===== src/inc/dbmc_map.svh =====
`ifndef DBMC_MAP_SVH
`define DBMC_MAP_SVH
// ----------------------------------------
// port addresses
// ----------------------------------------
`define DBMC_OFS_MEMCTL 16'h3872
`define DBMC_OFS_START01 16'h4872
`define DBMC_OFS_START23 16'h5072
`define DBMC_OFS_SPLIT 16'h5872
`define DBMC_OFS_SHADOW 16'h6072
`define DBMC_OFS_HMBOUND 16'hC072
// ----------------------------------------
// reset values
// ----------------------------------------
`define DBMC_RST_WORD 16'h0000
`define DBMC_RST_BYTE 8'h00
// ----------------------------------------
// field positions
// ----------------------------------------
`define DBMC_PG_BIT 11
`define DBMC_ILV_LSB 8
`define DBMC_BANK_ON_LSB 12
`define DBMC_DRV_LSB 10
`define DBMC_SPSZ_LSB 8
`define DBMC_SPADR_LSB 2
`define DBMC_LOWDIS_LSB 14
`define DBMC_HMWP_BIT 13
`define DBMC_WP_BIT 12
`define DBMC_PFLIP_BIT 11
`define DBMC_SPLIT_KEEP 16'hFFFC
`define DBMC_SHADOW_KEEP 16'hFFBF
// ----------------------------------------
// interleave codes
// ----------------------------------------
`define DBMC_ILV_01 3'h1
`define DBMC_ILV_23 3'h2
`define DBMC_ILV_BOTH 3'h3
`define DBMC_ILV_FOUR 3'h4
// ----------------------------------------
// address map
// ----------------------------------------
`define DBMC_LOW_BASE 25'h00A0000
`define DBMC_SPLIT_LEN1 25'h0040000
`define DBMC_SPLIT_LEN2 25'h0050000
`define DBMC_SPLIT_LEN3 25'h0060000
`define DBMC_DIS_512K 25'h0080000
`define DBMC_DIS_256K 25'h0040000
`define DBMC_DIS_128K 25'h0020000
`define DBMC_SHADOW128 25'h00E0000
`define DBMC_SHADOW64 25'h00F0000
`define DBMC_MB1 25'h0100000
`define DBMC_PAGE_BIT0 5'h09
`define DBMC_WORD_BIT 5'h01
`endif


===== src/inc/dbmc_pkg.sv =====
package dbmc_pkg;
  // ----------------------------------------
  // memory request from the address path
  // ----------------------------------------
  typedef struct packed {
    logic [24:0] addr;
    logic wr;
  } dbmc_req_t;

  // ----------------------------------------
  // I/O port access
  // ----------------------------------------
  typedef struct packed {
    logic [15:0] addr;
    logic wr;
    logic rd;
    logic [15:0] wdata;
  } dbmc_io_t;
endpackage : dbmc_pkg


===== src/logic/dbmc_bank_match.sv =====
`timescale 1ns/10ps
module dbmc_bank_match (
  input wire logic on_i,
  input wire logic [7:0] start_i,
  input wire logic [1:0] size_i,
  input wire logic [1:0] ilv_shift_i,
  input wire logic [7:0] addr_hi_i,
  output logic hit_o
);
  // span in 128 KB units: 1, 4, 16 or 64, times the group factor
  logic [3:0] span_log;
  logic [8:0] span;
  logic [9:0] top;

  assign span_log = {1'b0, size_i, 1'b0} + {2'b00, ilv_shift_i}; // [RULE6] [RULE5]
  assign span = 9'h001 << span_log; // [RULE1]
  assign top = {2'b00, start_i} + {1'b0, span}; // [RULE2]
  // bit 17 granularity is enough since the smallest bank is 128 KB
  assign hit_o = on_i && (addr_hi_i >= start_i) && ({2'b00, addr_hi_i} < top); // [RULE19]
endmodule : dbmc_bank_match


===== src/logic/dbmc_top.sv =====
`timescale 1ns/10ps
`include "dbmc_map.svh"
// Functional notes
// RULE1: two-bit part size per bank selects 64K, 256K, 1M or 4M by-16 parts.
// RULE2: eight-bit start address per bank holds A24..A17; two banks per register.
// RULE3: software aligns each bank start to a multiple of its size.
// RULE4: software puts smaller banks higher; an interleaved pair sits below a third.
// RULE5: interleaved group decodes as one region two or four times a bank.
// RULE6: part size gives 128K/512K/2M/8M capacity and 512..4096 byte pages.
// RULE7: one enable bit per bank, bits 15..12, gates its decoding; reset off. Interleaved, a bank 0 or 2 hit strobes its partners whatever their bits.
// RULE8: active split remaps the block above 640 KB to a 512 KB aligned area.
// RULE9: split size field picks none, 256 KB, 320 KB or 384 KB.
// RULE10: split destination is A24..A19 in bits 7..2; bits 1..0 ignored.
// RULE11: software splits only one bank, of at least 512 KB.
// RULE12: software picks 320 or 256 KB split for shadowing and sets shadow register.
// RULE13: two-bit field disables on-board memory from 512, 256 or 128 KB to 640 KB.
// RULE14: bit 13 enables write blocking above the high-memory boundary.
// RULE15: bit 12 blocks writes to the shadowed firmware region.
// RULE16: bit 11 inverts the parity written to on-board memory.
// RULE17: protected writes are blocked by withholding the column strobe.
// RULE18: high boundary is an eight-bit A24..A17 field; above it is protected.
// RULE19: enabled bank in range gets its row strobe, otherwise expansion bus.
// RULE20: reset loads every mapping and protection field with its default.
module dbmc_top (
  input wire logic CLK_I,
  input wire logic SRST_I,
  input wire dbmc_pkg::dbmc_io_t IO_I,
  input wire logic MEM_CYC_I,
  input wire dbmc_pkg::dbmc_req_t MEM_REQ_I,
  output logic [15:0] IO_RDATA_O,
  output logic DEC_VLD_O,
  output logic [3:0] RAS_O,
  output logic CAS_EN_O,
  output logic EXP_BUS_O,
  output logic [24:0] PHYS_ADDR_O,
  output logic PAR_FLIP_O,
  output logic [1:0] ADDR_DRV_O
);
  // ----------------------------------------
  // configuration registers
  // ----------------------------------------
  logic [15:0] memctl_r;
  logic [15:0] start01_r;
  logic [15:0] start23_r;
  logic [15:0] split_r;
  logic [15:0] shadow_r;
  logic [7:0] hmb_r;

  always_ff @(posedge CLK_I)
  begin
    if (SRST_I)
    begin
      memctl_r <= `DBMC_RST_WORD; // [RULE20] [RULE1]
      start01_r <= `DBMC_RST_WORD;
      start23_r <= `DBMC_RST_WORD;
      split_r <= `DBMC_RST_WORD; // [RULE7]
      shadow_r <= `DBMC_RST_WORD;
      hmb_r <= `DBMC_RST_BYTE;
    end
    else if (IO_I.wr)
    begin
      unique case (IO_I.addr)
        `DBMC_OFS_MEMCTL: memctl_r <= IO_I.wdata;
        `DBMC_OFS_START01: start01_r <= IO_I.wdata; // [RULE2]
        `DBMC_OFS_START23: start23_r <= IO_I.wdata;
        `DBMC_OFS_SPLIT: split_r <= IO_I.wdata & `DBMC_SPLIT_KEEP; // [RULE10]
        `DBMC_OFS_SHADOW: shadow_r <= IO_I.wdata & `DBMC_SHADOW_KEEP;
        `DBMC_OFS_HMBOUND: hmb_r <= IO_I.wdata[7:0]; // [RULE18]
        default: ;
      endcase
    end
  end

  // ----------------------------------------
  // register read back
  // ----------------------------------------
  always_ff @(posedge CLK_I)
  begin
    if (SRST_I)
      IO_RDATA_O <= `DBMC_RST_WORD;
    else if (IO_I.rd)
    begin
      unique case (IO_I.addr)
        `DBMC_OFS_MEMCTL: IO_RDATA_O <= memctl_r;
        `DBMC_OFS_START01: IO_RDATA_O <= start01_r;
        `DBMC_OFS_START23: IO_RDATA_O <= start23_r;
        `DBMC_OFS_SPLIT: IO_RDATA_O <= split_r;
        `DBMC_OFS_SHADOW: IO_RDATA_O <= shadow_r;
        `DBMC_OFS_HMBOUND: IO_RDATA_O <= {8'h00, hmb_r};
        default: IO_RDATA_O <= `DBMC_RST_WORD;
      endcase
    end
  end

  // ----------------------------------------
  // field views
  // ----------------------------------------
  logic [2:0] ilv;
  logic pg;
  logic [3:0] bank_on;
  logic [1:0] sp_size;
  logic [24:0] sp_dest;
  logic [1:0] low_dis;
  logic high_mem_protect_on;
  logic wp;

  assign ilv = memctl_r[`DBMC_ILV_LSB +: 3];
  assign pg = memctl_r[`DBMC_PG_BIT];
  assign bank_on = split_r[`DBMC_BANK_ON_LSB +: 4]; // [RULE7]
  assign sp_size = split_r[`DBMC_SPSZ_LSB +: 2];
  assign sp_dest = {split_r[`DBMC_SPADR_LSB +: 6], 19'h00000}; // [RULE10] [RULE8]
  assign low_dis = shadow_r[`DBMC_LOWDIS_LSB +: 2];
  assign high_mem_protect_on = shadow_r[`DBMC_HMWP_BIT];
  assign wp = shadow_r[`DBMC_WP_BIT];

  // ----------------------------------------
  // split remap and disabled areas
  // ----------------------------------------
  logic [24:0] addr;
  logic [24:0] sp_len;
  logic in_dest;
  logic in_hole;
  logic low_off;
  logic [24:0] phys;

  assign addr = MEM_REQ_I.addr;

  always_comb
  begin
    unique case (sp_size) // [RULE9]
      2'h1: sp_len = `DBMC_SPLIT_LEN1;
      2'h2: sp_len = `DBMC_SPLIT_LEN2;
      2'h3: sp_len = `DBMC_SPLIT_LEN3;
      default: sp_len = 25'h0000000;
    endcase
  end

  assign in_dest = (sp_size != 2'h0) && (addr >= sp_dest) && (addr < sp_dest + sp_len); // [RULE8]
  // the vacated window is handed to the bus, never decoded twice
  assign in_hole = (sp_size != 2'h0) && (addr >= `DBMC_LOW_BASE) &&
                   (addr < `DBMC_LOW_BASE + sp_len); // [RULE9]
  assign phys = in_dest ? (addr - sp_dest + `DBMC_LOW_BASE) : addr; // [RULE8]

  always_comb
  begin
    unique case (low_dis) // [RULE13]
      2'h1: low_off = (addr >= `DBMC_DIS_512K) && (addr < `DBMC_LOW_BASE);
      2'h2: low_off = (addr >= `DBMC_DIS_256K) && (addr < `DBMC_LOW_BASE);
      2'h3: low_off = (addr >= `DBMC_DIS_128K) && (addr < `DBMC_LOW_BASE);
      default: low_off = 1'b0;
    endcase
  end

  // ----------------------------------------
  // bank decode
  // ----------------------------------------
  logic [3:0] hit;

  for (genvar i = 0; i < 4; i++)
  begin : g_bank
    logic [7:0] start;
    logic [1:0] shift;
    if (i < 2)
    begin : g_lo
      assign start = start01_r[8*i +: 8]; // [RULE2]
      assign shift = (ilv == `DBMC_ILV_FOUR) ? 2'h2 :
                     (ilv == `DBMC_ILV_01 || ilv == `DBMC_ILV_BOTH) ? 2'h1 : 2'h0; // [RULE5]
    end
    else
    begin : g_hi
      assign start = start23_r[8*(i-2) +: 8];
      assign shift = (ilv == `DBMC_ILV_FOUR) ? 2'h2 :
                     (ilv == `DBMC_ILV_23 || ilv == `DBMC_ILV_BOTH) ? 2'h1 : 2'h0;
    end
    dbmc_bank_match u_match (
      .on_i(bank_on[i]),
      .start_i(start),
      .size_i(memctl_r[2*i +: 2]),
      .ilv_shift_i(shift),
      .addr_hi_i(phys[24:17]),
      .hit_o(hit[i])
    );
  end

  // interleave steering: word bit in non-page mode, page bit in page mode
  logic [4:0] sb01;
  logic [4:0] sb23;
  logic [3:0] ras_nxt;

  assign sb01 = pg ? (`DBMC_PAGE_BIT0 + {3'h0, memctl_r[1:0]}) : `DBMC_WORD_BIT; // [RULE6]
  assign sb23 = pg ? (`DBMC_PAGE_BIT0 + {3'h0, memctl_r[5:4]}) : `DBMC_WORD_BIT;

  always_comb
  begin
    ras_nxt = 4'h0;
    if (in_hole || low_off)
      ras_nxt = 4'h0;
    else if (ilv == `DBMC_ILV_FOUR && hit[0])
      ras_nxt = 4'h1 << phys[sb01 +: 2]; // [RULE5]
    else if ((ilv == `DBMC_ILV_01 || ilv == `DBMC_ILV_BOTH) && hit[0])
      ras_nxt = 4'h1 << phys[sb01];
    else if ((ilv == `DBMC_ILV_23 || ilv == `DBMC_ILV_BOTH) && hit[2])
      ras_nxt = 4'h4 << phys[sb23];
    else if (hit[0])
      ras_nxt = 4'h1; // [RULE19]
    else if (hit[1])
      ras_nxt = 4'h2;
    else if (hit[2])
      ras_nxt = 4'h4;
    else if (hit[3])
      ras_nxt = 4'h8;
  end

  // ----------------------------------------
  // write protection
  // ----------------------------------------
  logic hm_block;
  logic sh_block;
  logic cas_nxt;

  assign hm_block = high_mem_protect_on && (addr[24:17] > hmb_r); // [RULE14] [RULE18]
  // shadow copy sits at the top of the first megabyte, just above the vacated split window
  assign sh_block = wp && (addr < `DBMC_MB1) &&
                    (((sp_size == 2'h1) && (addr >= `DBMC_SHADOW128)) ||
                     ((sp_size == 2'h2) && (addr >= `DBMC_SHADOW64))); // [RULE15]
  assign cas_nxt = !(MEM_REQ_I.wr && (hm_block || sh_block)); // [RULE17]

  // ----------------------------------------
  // registered decode outputs
  // ----------------------------------------
  always_ff @(posedge CLK_I)
  begin
    if (SRST_I)
    begin
      DEC_VLD_O <= 1'b0; // [RULE20]
      RAS_O <= 4'h0;
      CAS_EN_O <= 1'b1;
      EXP_BUS_O <= 1'b0;
      PHYS_ADDR_O <= 25'h0000000;
    end
    else
    begin
      DEC_VLD_O <= MEM_CYC_I;
      RAS_O <= MEM_CYC_I ? ras_nxt : 4'h0;
      CAS_EN_O <= MEM_CYC_I ? cas_nxt : 1'b1;
      EXP_BUS_O <= MEM_CYC_I && (ras_nxt == 4'h0); // [RULE19]
      PHYS_ADDR_O <= MEM_CYC_I ? phys : 25'h0000000;
    end
  end

  always_ff @(posedge CLK_I)
  begin
    if (SRST_I)
    begin
      PAR_FLIP_O <= 1'b0;
      ADDR_DRV_O <= 2'h0;
    end
    else
    begin
      PAR_FLIP_O <= shadow_r[`DBMC_PFLIP_BIT]; // [RULE16]
      ADDR_DRV_O <= split_r[`DBMC_DRV_LSB +: 2];
    end
  end
endmodule : dbmc_top


===== config.mk =====
export PLATFORM = sky130hd
export DESIGN_NAME = dbmc_top
export DESIGN_NICKNAME = d
export VERILOG_FILES = /design/src/inc/dbmc_pkg.sv /design/src/logic/dbmc_bank_match.sv /design/src/logic/dbmc_top.sv
export VERILOG_INCLUDE_DIRS = /design/src /design/src/inc
export SDC_FILE = /design/constraint.sdc
export NUM_CORES = 1
export LEC_CHECK = 0
export BUFFER_PORTS_ARGS = -buffer_cell sky130_fd_sc_hd__buf_4
export CAP_MARGIN = 25
export CORE_AREA = 2 2 153 155
export CTS_BUF_LIST = sky130_fd_sc_hd__clkbuf_4 sky130_fd_sc_hd__clkbuf_8 sky130_fd_sc_hd__clkbuf_16
export DETAILED_ROUTE_END_ITERATION = 8
export DIE_AREA = 0 0 155 157
export PLACE_DENSITY = 0.8
export SYNTH_ARGS = -nofsm -noshare
export SYNTH_HDL_FRONTEND = slang
export SYNTH_HIERARCHICAL = 1
export SYNTH_SLANG_ARGS = --single-unit
export TNS_END_PERCENT = 100

===== constraint.sdc =====
create_clock -name CLK_I -period 8.6 [get_ports CLK_I]
set_input_delay 1.72 -clock CLK_I [delete_from_list [all_inputs] [get_ports CLK_I]]
set_output_delay 1.72 -clock CLK_I [all_outputs]
set_load 0.05 [all_outputs]

==> results of run 1 <==
[routing by layer]
metal | global-route usage (%) | vias up
met5 | 0 | -
met3 | 6.42 | 98
li1 | - | 5274
met2 | 43.7 | 514
met4 | 12.8 | 0
met1 | 36.3 | 5104
[cell usage in the layout (no fill, tap or decap), types with 7 or more instances in the layout]
cell	n
nand2_1	228
ha_1	168
dfxtp_1	136
a21oi_1	130
buf_4	124
nor2_1	105
inv_1	99
o21ai_0	59
nor3_1	36
nand3_1	27
nand2b_1	26
nor2b_1	21
a211oi_1	20
o211ai_1	20
xor2_1	20
xnor2_1	19
o21a_1	19
clkbuf_16	17
a221oi_1	14
a221o_1	14
a21o_1	14
and2_1	14
a22oi_1	10
a311oi_1	9
o21ai_1	8
a31oi_1	8
nor4b_1	7
nand4_1	7
inv_8	7
[state kept, by name, summed over array words and instances (netlist names), 2 cells and up]
name	cells
shadow_r	15
RAS_O	4
start23_r	16
memctl_r	16
hmb_r	8
start01_r	16
split_r	14
ADDR_DRV_O	2
PHYS_ADDR_O	25
IO_RDATA_O	16
[worst min-delay path, stage by stage (launching register included)]
cell and delay [ps]:
dfxtp_1 310, nand2_1 50, a21oi_1 50
[cells by family after synthesis]
family          count (synthesis)
compound gates                384
xor+xnor                       39
fa+ha+maj                     174
buf+inv                       153
flops                         136
mux                            11
simple gates                  525
[where the power goes]
group          total (µW)  internal, µW  leakage, µW  switching [µW]
logic                 275           105      0.00368             170
clock network         756           417     0.000293             340
registers             641           638      0.00110            3.18
[metrics by stage]
stage               utilization (%)  hold WS, ps  cells
finish                         56.7          458   1811
global route                   56.7          480   1810
CTS                            56.7          457   1810
detailed placement             54.1          447   1778
global placement               54.0          442   1777
floorplan                         -          436   1422
[layout make-up]
cell class | instances | area [µm²]
fillers | 2026 | 9740
multi-input cells | 1133 | 7770
flip-flops and latches | 136 | 2720
repair buffers | 125 | 942
clock buffers | 17 | 425
inverters | 99 | 372
well taps | 285 | 357
clock inverters | 15 | 169
diodes | 1 | 2.50
[worst max-delay path by stage]
stage / startpoint / end / slack, ps / cells after the start
floorplan: MEM_REQ_I[3] / EXP_BUS_O / 1910 / 24
global placement: MEM_REQ_I[3] / EXP_BUS_O / 1230 / 25
detailed placement: MEM_REQ_I[3] / EXP_BUS_O / 990 / 25
CTS: MEM_REQ_I[3] / EXP_BUS_O / 1430 / 25
global route: MEM_REQ_I[3] / EXP_BUS_O / 1000 / 25
finish: MEM_REQ_I[2] / EXP_BUS_O / 1320 / 25
==> results.cfg, run 1 <==
[yosys]
synth_top_family_by_area = compound AO/OA/AOI/OAI gates
yosysWarnings = 6
synth_most_common_cell = nand2_1
synth-seq-area-share_pct = 24.5
syn_inst = 1422
synth_seq_cells = 136
synth_nets = 1659
synth_edf_count = 0
synthAdderAreaFrac_pct = 20.0
synthArstFlopShare_pct = 0
synth-main-ff-cell = dfxtp_1
synth_cell_types = 90
synth_top_area_cell = dfxtp_1
synth_simple_gate_area_share_pct = 22.3
syn_area_um2 = 11100
synthXorXnorAreaFrac_pct = 3.08
postSynthAreaPerCell_um2 = 7.81
synth_compound_area_share_pct = 23.4
synth_mux_area_share_pct = 1.05
synth_commonest_cells = nand2_1, ha_1, dfxtp_1
synthTopCellsByArea = dfxtp_1, ha_1, nand2_1
synth_top_area_share_pct = 24.5

[pwr]
power_uw = 1670
p_leak_uw = 0.00507
powerDensity_nw_per_um2 = 131
ir_worst_vdd_mv = 0.130

[floorplanning]
rows = 55
start_util_pct = 49.3
dieArea_um2 = 24300
coreArea_um2 = 22500
die_height_um = 157
die_x_um = 155
ios = 114

[placed_design]
pre_cts_ws_ps = 985
dpl_cell_area_um2 = 12200
hpwl_um = 25800
gp_congestion = 0.907
portBuffers = 113

[route]
highest_layer = met4
dr.pass1.iters = 5
vias = 11000
postRouteAntennaNets = 0
drtIter0Drc = 1117
drt-total-wl_um = 34400
wl_per_cell_um = 19.0
vias_per_cell = 6.07
drc = 0
wl_met3_um = 3010
drt-met1-wl_um = 14700
met2_length_um = 15200

[timing]
worst_pin_slew_ps = 1130
setup-tns-final_ps = 0
fmax_mhz = 137
finalWorstSetupSlack_ps = 1320
rsz0062_at_grt = no
report.final.slew_viol_count = 0
period_share_pct = 84.6
maxSlewHeadroom_pct = 24.4
final.min_clock_period_ps = 7280
skew_ps = 19.0
setup_viol = 0
finalHoldViolCount = 0

[worst_setup_path]
cpLargestDelayFamily = compound AO/OA/AOI/OAI gates
path_class = primary input to flip-flop
rr_endpoint = EXP_BUS_O
cpPeakStageDelay_ps = 520
endpoint_kind = flip-flop
reg2reg_depth = 21
worstPathRequired_ps = 8920
critPathLaunchType = primary input
r2r-start = split_r[8]
r2r_slack_ps = 2960
crit_path_top_delay_cell = o32ai_1
arrival_ps = 7590
path_buf_inv = 2
path_max_fanout = 8

[flow_run]
cap_violations = 0

[min_path]
hold_class = flip-flop to flip-flop
whs_path_depth = 2
holdPathEnd = shadow_r[8]
hold_start = shadow_r[8]

[layout]
drive_above_1_share_pct = 12.7
fin_area_um2 = 12800
nets = 1749
area_growth_syn_to_layout_pct = 14.9

[cts]
post_cts_buffers = 0
htreeDepth = 4
clock_tree.root_cell = clkbuf_16
clk_latency_ps = 440
clock-sinks = 136
cts_hold_buf = 0
cts_tree = yes
cts_buffers = 17
ctsResizeCount = 0
cts_buffer_depth = 2
path_clk_slew_ps = 80

[status]
outcome = finished clean

[grt]
grt_pass1_wl_um = 53400
grt_pass1_vias = 10200
grt.overflow.total = 0
grt_max_degree = 105
antenna_found_initial = 0
track_usage_pct = 27.8
Note: power is estimated with default switching activity, not from simulation.
==> run 2: changes to the inputs <==
--- a/config.mk
+++ b/config.mk
@@ -6,13 +6,14 @@
 export SDC_FILE = /design/constraint.sdc
 export NUM_CORES = 1
 export LEC_CHECK = 0
+export ABC_AREA = 1
 export BUFFER_PORTS_ARGS = -buffer_cell sky130_fd_sc_hd__buf_4
 export CAP_MARGIN = 25
-export CORE_AREA = 2 2 153 155
+export CORE_AREA = 2 2 157 159
 export CTS_BUF_LIST = sky130_fd_sc_hd__clkbuf_4 sky130_fd_sc_hd__clkbuf_8 sky130_fd_sc_hd__clkbuf_16
 export DETAILED_ROUTE_END_ITERATION = 8
-export DIE_AREA = 0 0 155 157
-export PLACE_DENSITY = 0.8
+export DIE_AREA = 0 0 159 161
+export PLACE_DENSITY = 0.83
 export SYNTH_ARGS = -nofsm -noshare
 export SYNTH_HDL_FRONTEND = slang
 export SYNTH_HIERARCHICAL = 1
==> constraint.sdc (replaced) <==
create_clock -name CLK_I -period 6.5 [get_ports CLK_I]
set_input_delay 1.3 -clock CLK_I [delete_from_list [all_inputs] [get_ports CLK_I]]
set_output_delay 1.3 -clock CLK_I [all_outputs]
set_load 0.05 [all_outputs]
==> run 2 against run 1 <==
  * Synthesized cell count increased by 24%
  * Largest power group unchanged
  * Highest routed layer is now met5
  * Largest cell class unchanged
  * Combinational power increased by 31%
  * Worst setup slack got worse by 270 ps
  * Worst hold slack got worse by 2.7 ps
  * Critical endpoint unchanged
==> results.cfg, run 2 <==
[route]
postRouteAntennaNets = 0
vias = 12100
drtIter0Drc = 1143
vias_per_cell = 5.50
drc = 0
wl_per_cell_um = 16.2
dr.pass1.iters = 5
drt-total-wl_um = 35700

[timing]
skew_ps = 10.4
setup-tns-final_ps = 0
rsz0062_at_grt = no
fmax_mhz = 184
period_share_pct = 83.8
maxSlewHeadroom_pct = 33.9
finalHoldViolCount = 0
worst_pin_slew_ps = 988
report.final.slew_viol_count = 0
setup_viol = 0
final.min_clock_period_ps = 5450

[worst_setup_path]
path_max_fanout = 8
arrival_ps = 5770
cpPeakStageDelay_ps = 750
path_class = primary input to flip-flop
cp_common_cell = nand2_1
worstPathRequired_ps = 6820
endpoint_kind = flip-flop
critPathLaunchType = primary input
crit_path_top_delay_cell = nor2_1

[flow_run]
cap_violations = 0

[yosys]
synthArstFlopShare_pct = 0
synth_seq_cells = 136
synth_top_area_share_pct = 23.2
syn_area_um2 = 11800
synth_most_common_cell = nand2_1
synth_nets = 2003
synth_top_area_cell = dfxtp_1
synth_edf_count = 0
syn_inst = 1766
synth_cell_types = 51
synthTopCellsByArea = dfxtp_1, ha_1, nand2_1
postSynthAreaPerCell_um2 = 6.66
yosysWarnings = 6
synth-seq-area-share_pct = 23.2
synth-main-ff-cell = dfxtp_1
synth_commonest_cells = nand2_1, inv_1, nor2_1

[status]
outcome = finished clean

[cts]
clk_latency_ps = 430
htreeDepth = 4
post_cts_buffers = 0
clock-sinks = 136
path_clk_slew_ps = 70
cts_tree = yes
cts_hold_buf = 0
ctsResizeCount = 0
clock_tree.root_cell = clkbuf_16
cts_buffers = 17
cts_buffer_depth = 2

[min_path]
hold_class = flip-flop to flip-flop

[grt]
grt_pass1_vias = 11500
antenna_found_initial = 1
grt.overflow.total = 0
track_usage_pct = 27.5
grt_pass1_wl_um = 57000
grt_max_degree = 67

[layout]
drive_above_1_share_pct = 11.3
largest-register = PHYS_ADDR_O
area_growth_syn_to_layout_pct = 15.4
mostFrequentLayoutCell = nand2_1
nFillCells = 2270
antenna_cells = 0
largest_reg_flops = 25
nets = 2108
layout_common_cells = nand2_1, inv_1, nor2_1, ha_1

[placed_design]
portBuffers = 113
gp_congestion = 0.992
hpwl_um = 28100

[floorplanning]
die_x_um = 159
rows = 57
coreArea_um2 = 24000
dieArea_um2 = 25600
ios = 114
start_util_pct = 49.1
die_height_um = 161

[pwr]
p_leak_uw = 0.00641
ir_worst_vdd_mv = 0.171
powerDensity_nw_per_um2 = 162
power_uw = 2200
run 2: cell types whose count changed in the layout (fill, tap and decap cells not counted), moves of 13 or more:
cell / before / now
a211oi_1: 20 / 46
a221o_1: 14 / 0
a221oi_1: 14 / 0
and2_1: 14 / 1
inv_1: 99 / 304
nand2_1: 228 / 356
nand2b_1: 26 / 0
nand3_1: 27 / 83
nor2_1: 105 / 204
nor2b_1: 21 / 0
nor3_1: 36 / 18
o211ai_1: 20 / 2
o21a_1: 19 / 6
o22ai_1: 2 / 23
run 2: worst max-delay path, delay by kind of cell:
family / cells / cell delay [ps]
compound gates: 2 / 420
fa+ha+maj: 2 / 740
buf+inv: 5 / 380
xor+xnor: 1 / 250
simple gates: 23 / 2650
run 2: final timing paths:
check / from / to / slack (ps) / depth (start not counted)
setup / recovery: MEM_REQ_I[6] / EXP_BUS_O / 1050 / 33
hold / removal: shadow_r[8] / shadow_r[8] / 460 / 2
setup reg to reg: split_r[8] / EXP_BUS_O / 1730 / 31
hold reg to reg: shadow_r[8] / shadow_r[8] / 460 / 2
run 2: where the power goes:
group          total [µW]  switching (µW)  leakage (µW)  internal, µW
Combinational         359             235       0.00502           124
Sequential            842            2.64       0.00110           840
Clock                1000             448      0.000294           552
run 2: cell type report:
type                    count  area, µm²  share of cell area, %
repair buffers            125        966                   7.12
flip-flops and latches    136       2720                   20.1
clock buffers              17        425                   3.14
clock inverters            15        181                   1.34
inverters                 312       1180                   8.69
multi-input cells        1279       7690                   56.7
well taps                 324        405                   2.99
run 2: metrics by stage:
step	utilization [%]	std cells	cell area [µm²]	worst slack, ps	hold slack, ps
floorplan	-	1766	11800	1680	425
global placement	53.9	2174	12900	907	438
detailed placement	54.0	2175	12900	838	446
CTS	56.5	2207	13500	1150	455
global route	56.6	2208	13600	669	471
finish	56.6	2208	13600	1050	455
run 2: kinds of logic (layout without fill, tap and decap cells):
| logic type | Yosys count | count (layout) | synth area share (%) |
|---|---|---|---|
| fa+ha+maj | 174 | 174 | 18.9 |
| xor+xnor | 33 | 33 | 2.46 |
| compound gates | 331 | 331 | 16.4 |
| simple gates | 741 | 741 | 27.6 |
| flops | 136 | 136 | 23.2 |
| buf+inv | 351 | 469 | 11.5 |
run 2: metal layers:
layer  GRT usage [%]  wire length, µm  vias up  part of all wire [%]
li1                -                -     5975                     -
met5               0               13        -                 0.036
met1            35.7            15300     5513                    43
met2            45.0            16000      547                    45
met4            11.6             1520        2                   4.3
met3            5.14             2950      106                   8.3
==> run 3: changes to the inputs <==
--- a/config.mk
+++ b/config.mk
@@ -6,14 +6,14 @@
 export SDC_FILE = /design/constraint.sdc
 export NUM_CORES = 1
 export LEC_CHECK = 0
-export ABC_AREA = 1
+export ABC_AREA = 0
 export BUFFER_PORTS_ARGS = -buffer_cell sky130_fd_sc_hd__buf_4
 export CAP_MARGIN = 25
-export CORE_AREA = 2 2 157 159
+export CORE_AREA = 2 2 153 155
 export CTS_BUF_LIST = sky130_fd_sc_hd__clkbuf_4 sky130_fd_sc_hd__clkbuf_8 sky130_fd_sc_hd__clkbuf_16
 export DETAILED_ROUTE_END_ITERATION = 8
-export DIE_AREA = 0 0 159 161
-export PLACE_DENSITY = 0.83
+export DIE_AREA = 0 0 155 157
+export PLACE_DENSITY = 0.8
 export SYNTH_ARGS = -nofsm -noshare
 export SYNTH_HDL_FRONTEND = slang
 export SYNTH_HIERARCHICAL = 1
==> constraint.sdc (replaced) <==
create_clock -name CLK_I -period 5.5 [get_ports CLK_I]
set_input_delay 1.1 -clock CLK_I [delete_from_list [all_inputs] [get_ports CLK_I]]
set_output_delay 1.1 -clock CLK_I [all_outputs]
set_load 0.05 [all_outputs]
==> run 3 against run 2 <==
  * The flow now finishes with violations (setup timing)
  * Final cell count down 13%
  * Sequential share of layout area decreased by 0.73 points
  * Design area rose by 3.8%
  * Critical path depth shrank 7
  * Power increased by 24%
  * Worst setup slack got worse by 1100 ps
  * Worst hold slack improved by 2.8 ps
  * Via count shrank 5.4%
  * Clock-buffer cell count increased by 1
  * Sequential power is 19% higher
  * Die area down 4.9%
  * Critical path type unchanged
  * Largest cell class unchanged
==> results.cfg, run 3 (synthesis gave the netlist of run 1 again) <==
[min_path]
whs_path_depth = 2
holdPathEnd = shadow_r[10]
hold_class = flip-flop to flip-flop
hold_start = shadow_r[10]

[floorplanning]
die_height_um = 157
die_x_um = 155
start_util_pct = 49.3
coreArea_um2 = 22500
dieArea_um2 = 24300
rows = 55
ios = 114

[cts]
cts_buffers = 17
clock-sinks = 136
htreeDepth = 4
clock_tree.root_cell = clkbuf_16
clk_latency_ps = 440
cts_tree = yes
path_clk_slew_ps = 70
cts_buffer_depth = 2

[worst_setup_path]
endpoint_kind = flip-flop
path_class = primary input to flip-flop
crit_path_top_delay_cell = o41ai_4
cpPeakStageDelay_ps = 380
worstPathRequired_ps = 5820
reg2reg_depth = 23
rr_endpoint = EXP_BUS_O
path_max_fanout = 4
r2r_slack_ps = 270
cpLargestDelayFamily = compound AO/OA/AOI/OAI gates
path_depth = 26
path_buf_inv = 3
arrival_ps = 5850
r2r-start = memctl_r[10]
critPathLaunchType = primary input

[pwr]
ir_worst_vdd_mv = 0.222
p_leak_uw = 0.00563
powerDensity_nw_per_um2 = 194

[placed_design]
gp_congestion = 0.976
hpwl_um = 27400
portBuffers = 113
placed_cells = 1870

[layout]
finalNonFillerCells = 1911
largest_reg_flops = 25
layout_common_cells = nand2_1, buf_4, ha_1, dfxtp_1, a21oi_1
largest-register = PHYS_ADDR_O
nets = 1849
area_growth_syn_to_layout_pct = 26.8
mostFrequentLayoutCell = nand2_1
final_core_util_pct = 62.6
drive_above_1_share_pct = 21.5

[grt]
track_usage_pct = 29.1
grt_max_degree = 105
grt_pass1_vias = 10900
antenna_found_initial = 1
grt.overflow.total = 0
grt_pass1_wl_um = 55900

[flow_run]
cap_violations = 0

[route]
drtIter0Drc = 1151
vias_per_cell = 6.01
vias = 11500
dr.pass1.iters = 7
wl_per_cell_um = 19.1
postRouteAntennaNets = 0
drc = 0
drt-total-wl_um = 36500

[timing]
setup_viol = 1
period_share_pct = 101
skew_ps = 14.5
timing.hold.ws_ps = 458
finalHoldViolCount = 0
final.min_clock_period_ps = 5530
fmax_mhz = 181
finalWorstSetupSlack_ps = -30.5
worst_pin_slew_ps = 1030
maxSlewHeadroom_pct = 31.1
rsz0062_at_grt = yes
report.final.slew_viol_count = 0

[status]
failed_checks = setup timing
outcome = finished with violations
[run 3: cell types whose count changed in the layout (fill, tap and decap cells not counted), moves of 16 or more]
cell and change:
o211ai_1 +18, o22ai_1 -21, inv_1 -209, a21oi_1 -17, a211oi_1 -27, buf_4 +94
nor2_1 -100, nand2_1 -130, nand2b_1 +26, nor2b_1 +20, nand3_1 -57, nor3_1 +17
ha_1 -16
[run 3: worst max-delay path by stage]
| stage | startpoint | to | slack [ps] |
|---|---|---|---|
| 2_1_floorplan | MEM_REQ_I[2] | EXP_BUS_O | -90 |
| 3_3_place_gp | MEM_REQ_I[7] | EXP_BUS_O | -470 |
| 3_5_place_dp | MEM_REQ_I[7] | RAS_O[0] | -570 |
| 4_1_cts | MEM_REQ_I[2] | EXP_BUS_O | 1 |
| 5_1_grt | MEM_REQ_I[7] | EXP_BUS_O | -260 |
| 6_report | MEM_REQ_I[3] | EXP_BUS_O | -30 |
[run 3: per-layer routing]
layer  routed length [µm]  global-route usage [%]  vias up
met5                    0                       0        -
met4                 1080                    10.7        0
met3                 3430                    6.33       87
met2                16600                    46.9      555
met1                15400                    38.3     5371
li1                     -                       -     5476
[run 3: area by class of cell]
type | instances | area [µm²]
fill | 1848 | 8430
multi-input combinational | 1133 | 8270
sequential | 136 | 2720
timing repair buffer | 225 | 1750
clock buffer | 18 | 439
inverter | 99 | 383
tap | 285 | 357
clock inverter | 14 | 154
antenna | 1 | 2.50
[run 3: tightest hold or removal path, cell delays in order (launching register included)]
cell,delay [ps]
dfxtp_1,310
nand2_1,50
a21oi_1,50
[run 3: metrics by stage]
step	total power, µW	area [µm²]	setup TNS [ps]	setup WS (ps)
CTS	2680	13700	0	1.29
floorplan	1310	11200	-92.5	-90.6
global route	2820	14100	-608	-263
finish	2730	14100	-30.5	-30.5
detailed placement	1520	13000	-2360	-572
global placement	1510	13000	-1800	-470
[run 3: what timing repair did]
item | 4_1_cts | 5_1_grt
endpoints found under the setup margin | 3 | 5
gates resized for setup | 8 | 63
setup buffers | 3 | 5
hold buffers | 0 | 0
pin swaps | 3 | 32
[run 3: where the power goes]
group | internal [µW] | switching, µW
clock network | 656 | 521
logic | 241 | 308
registers | 997 | 5.21
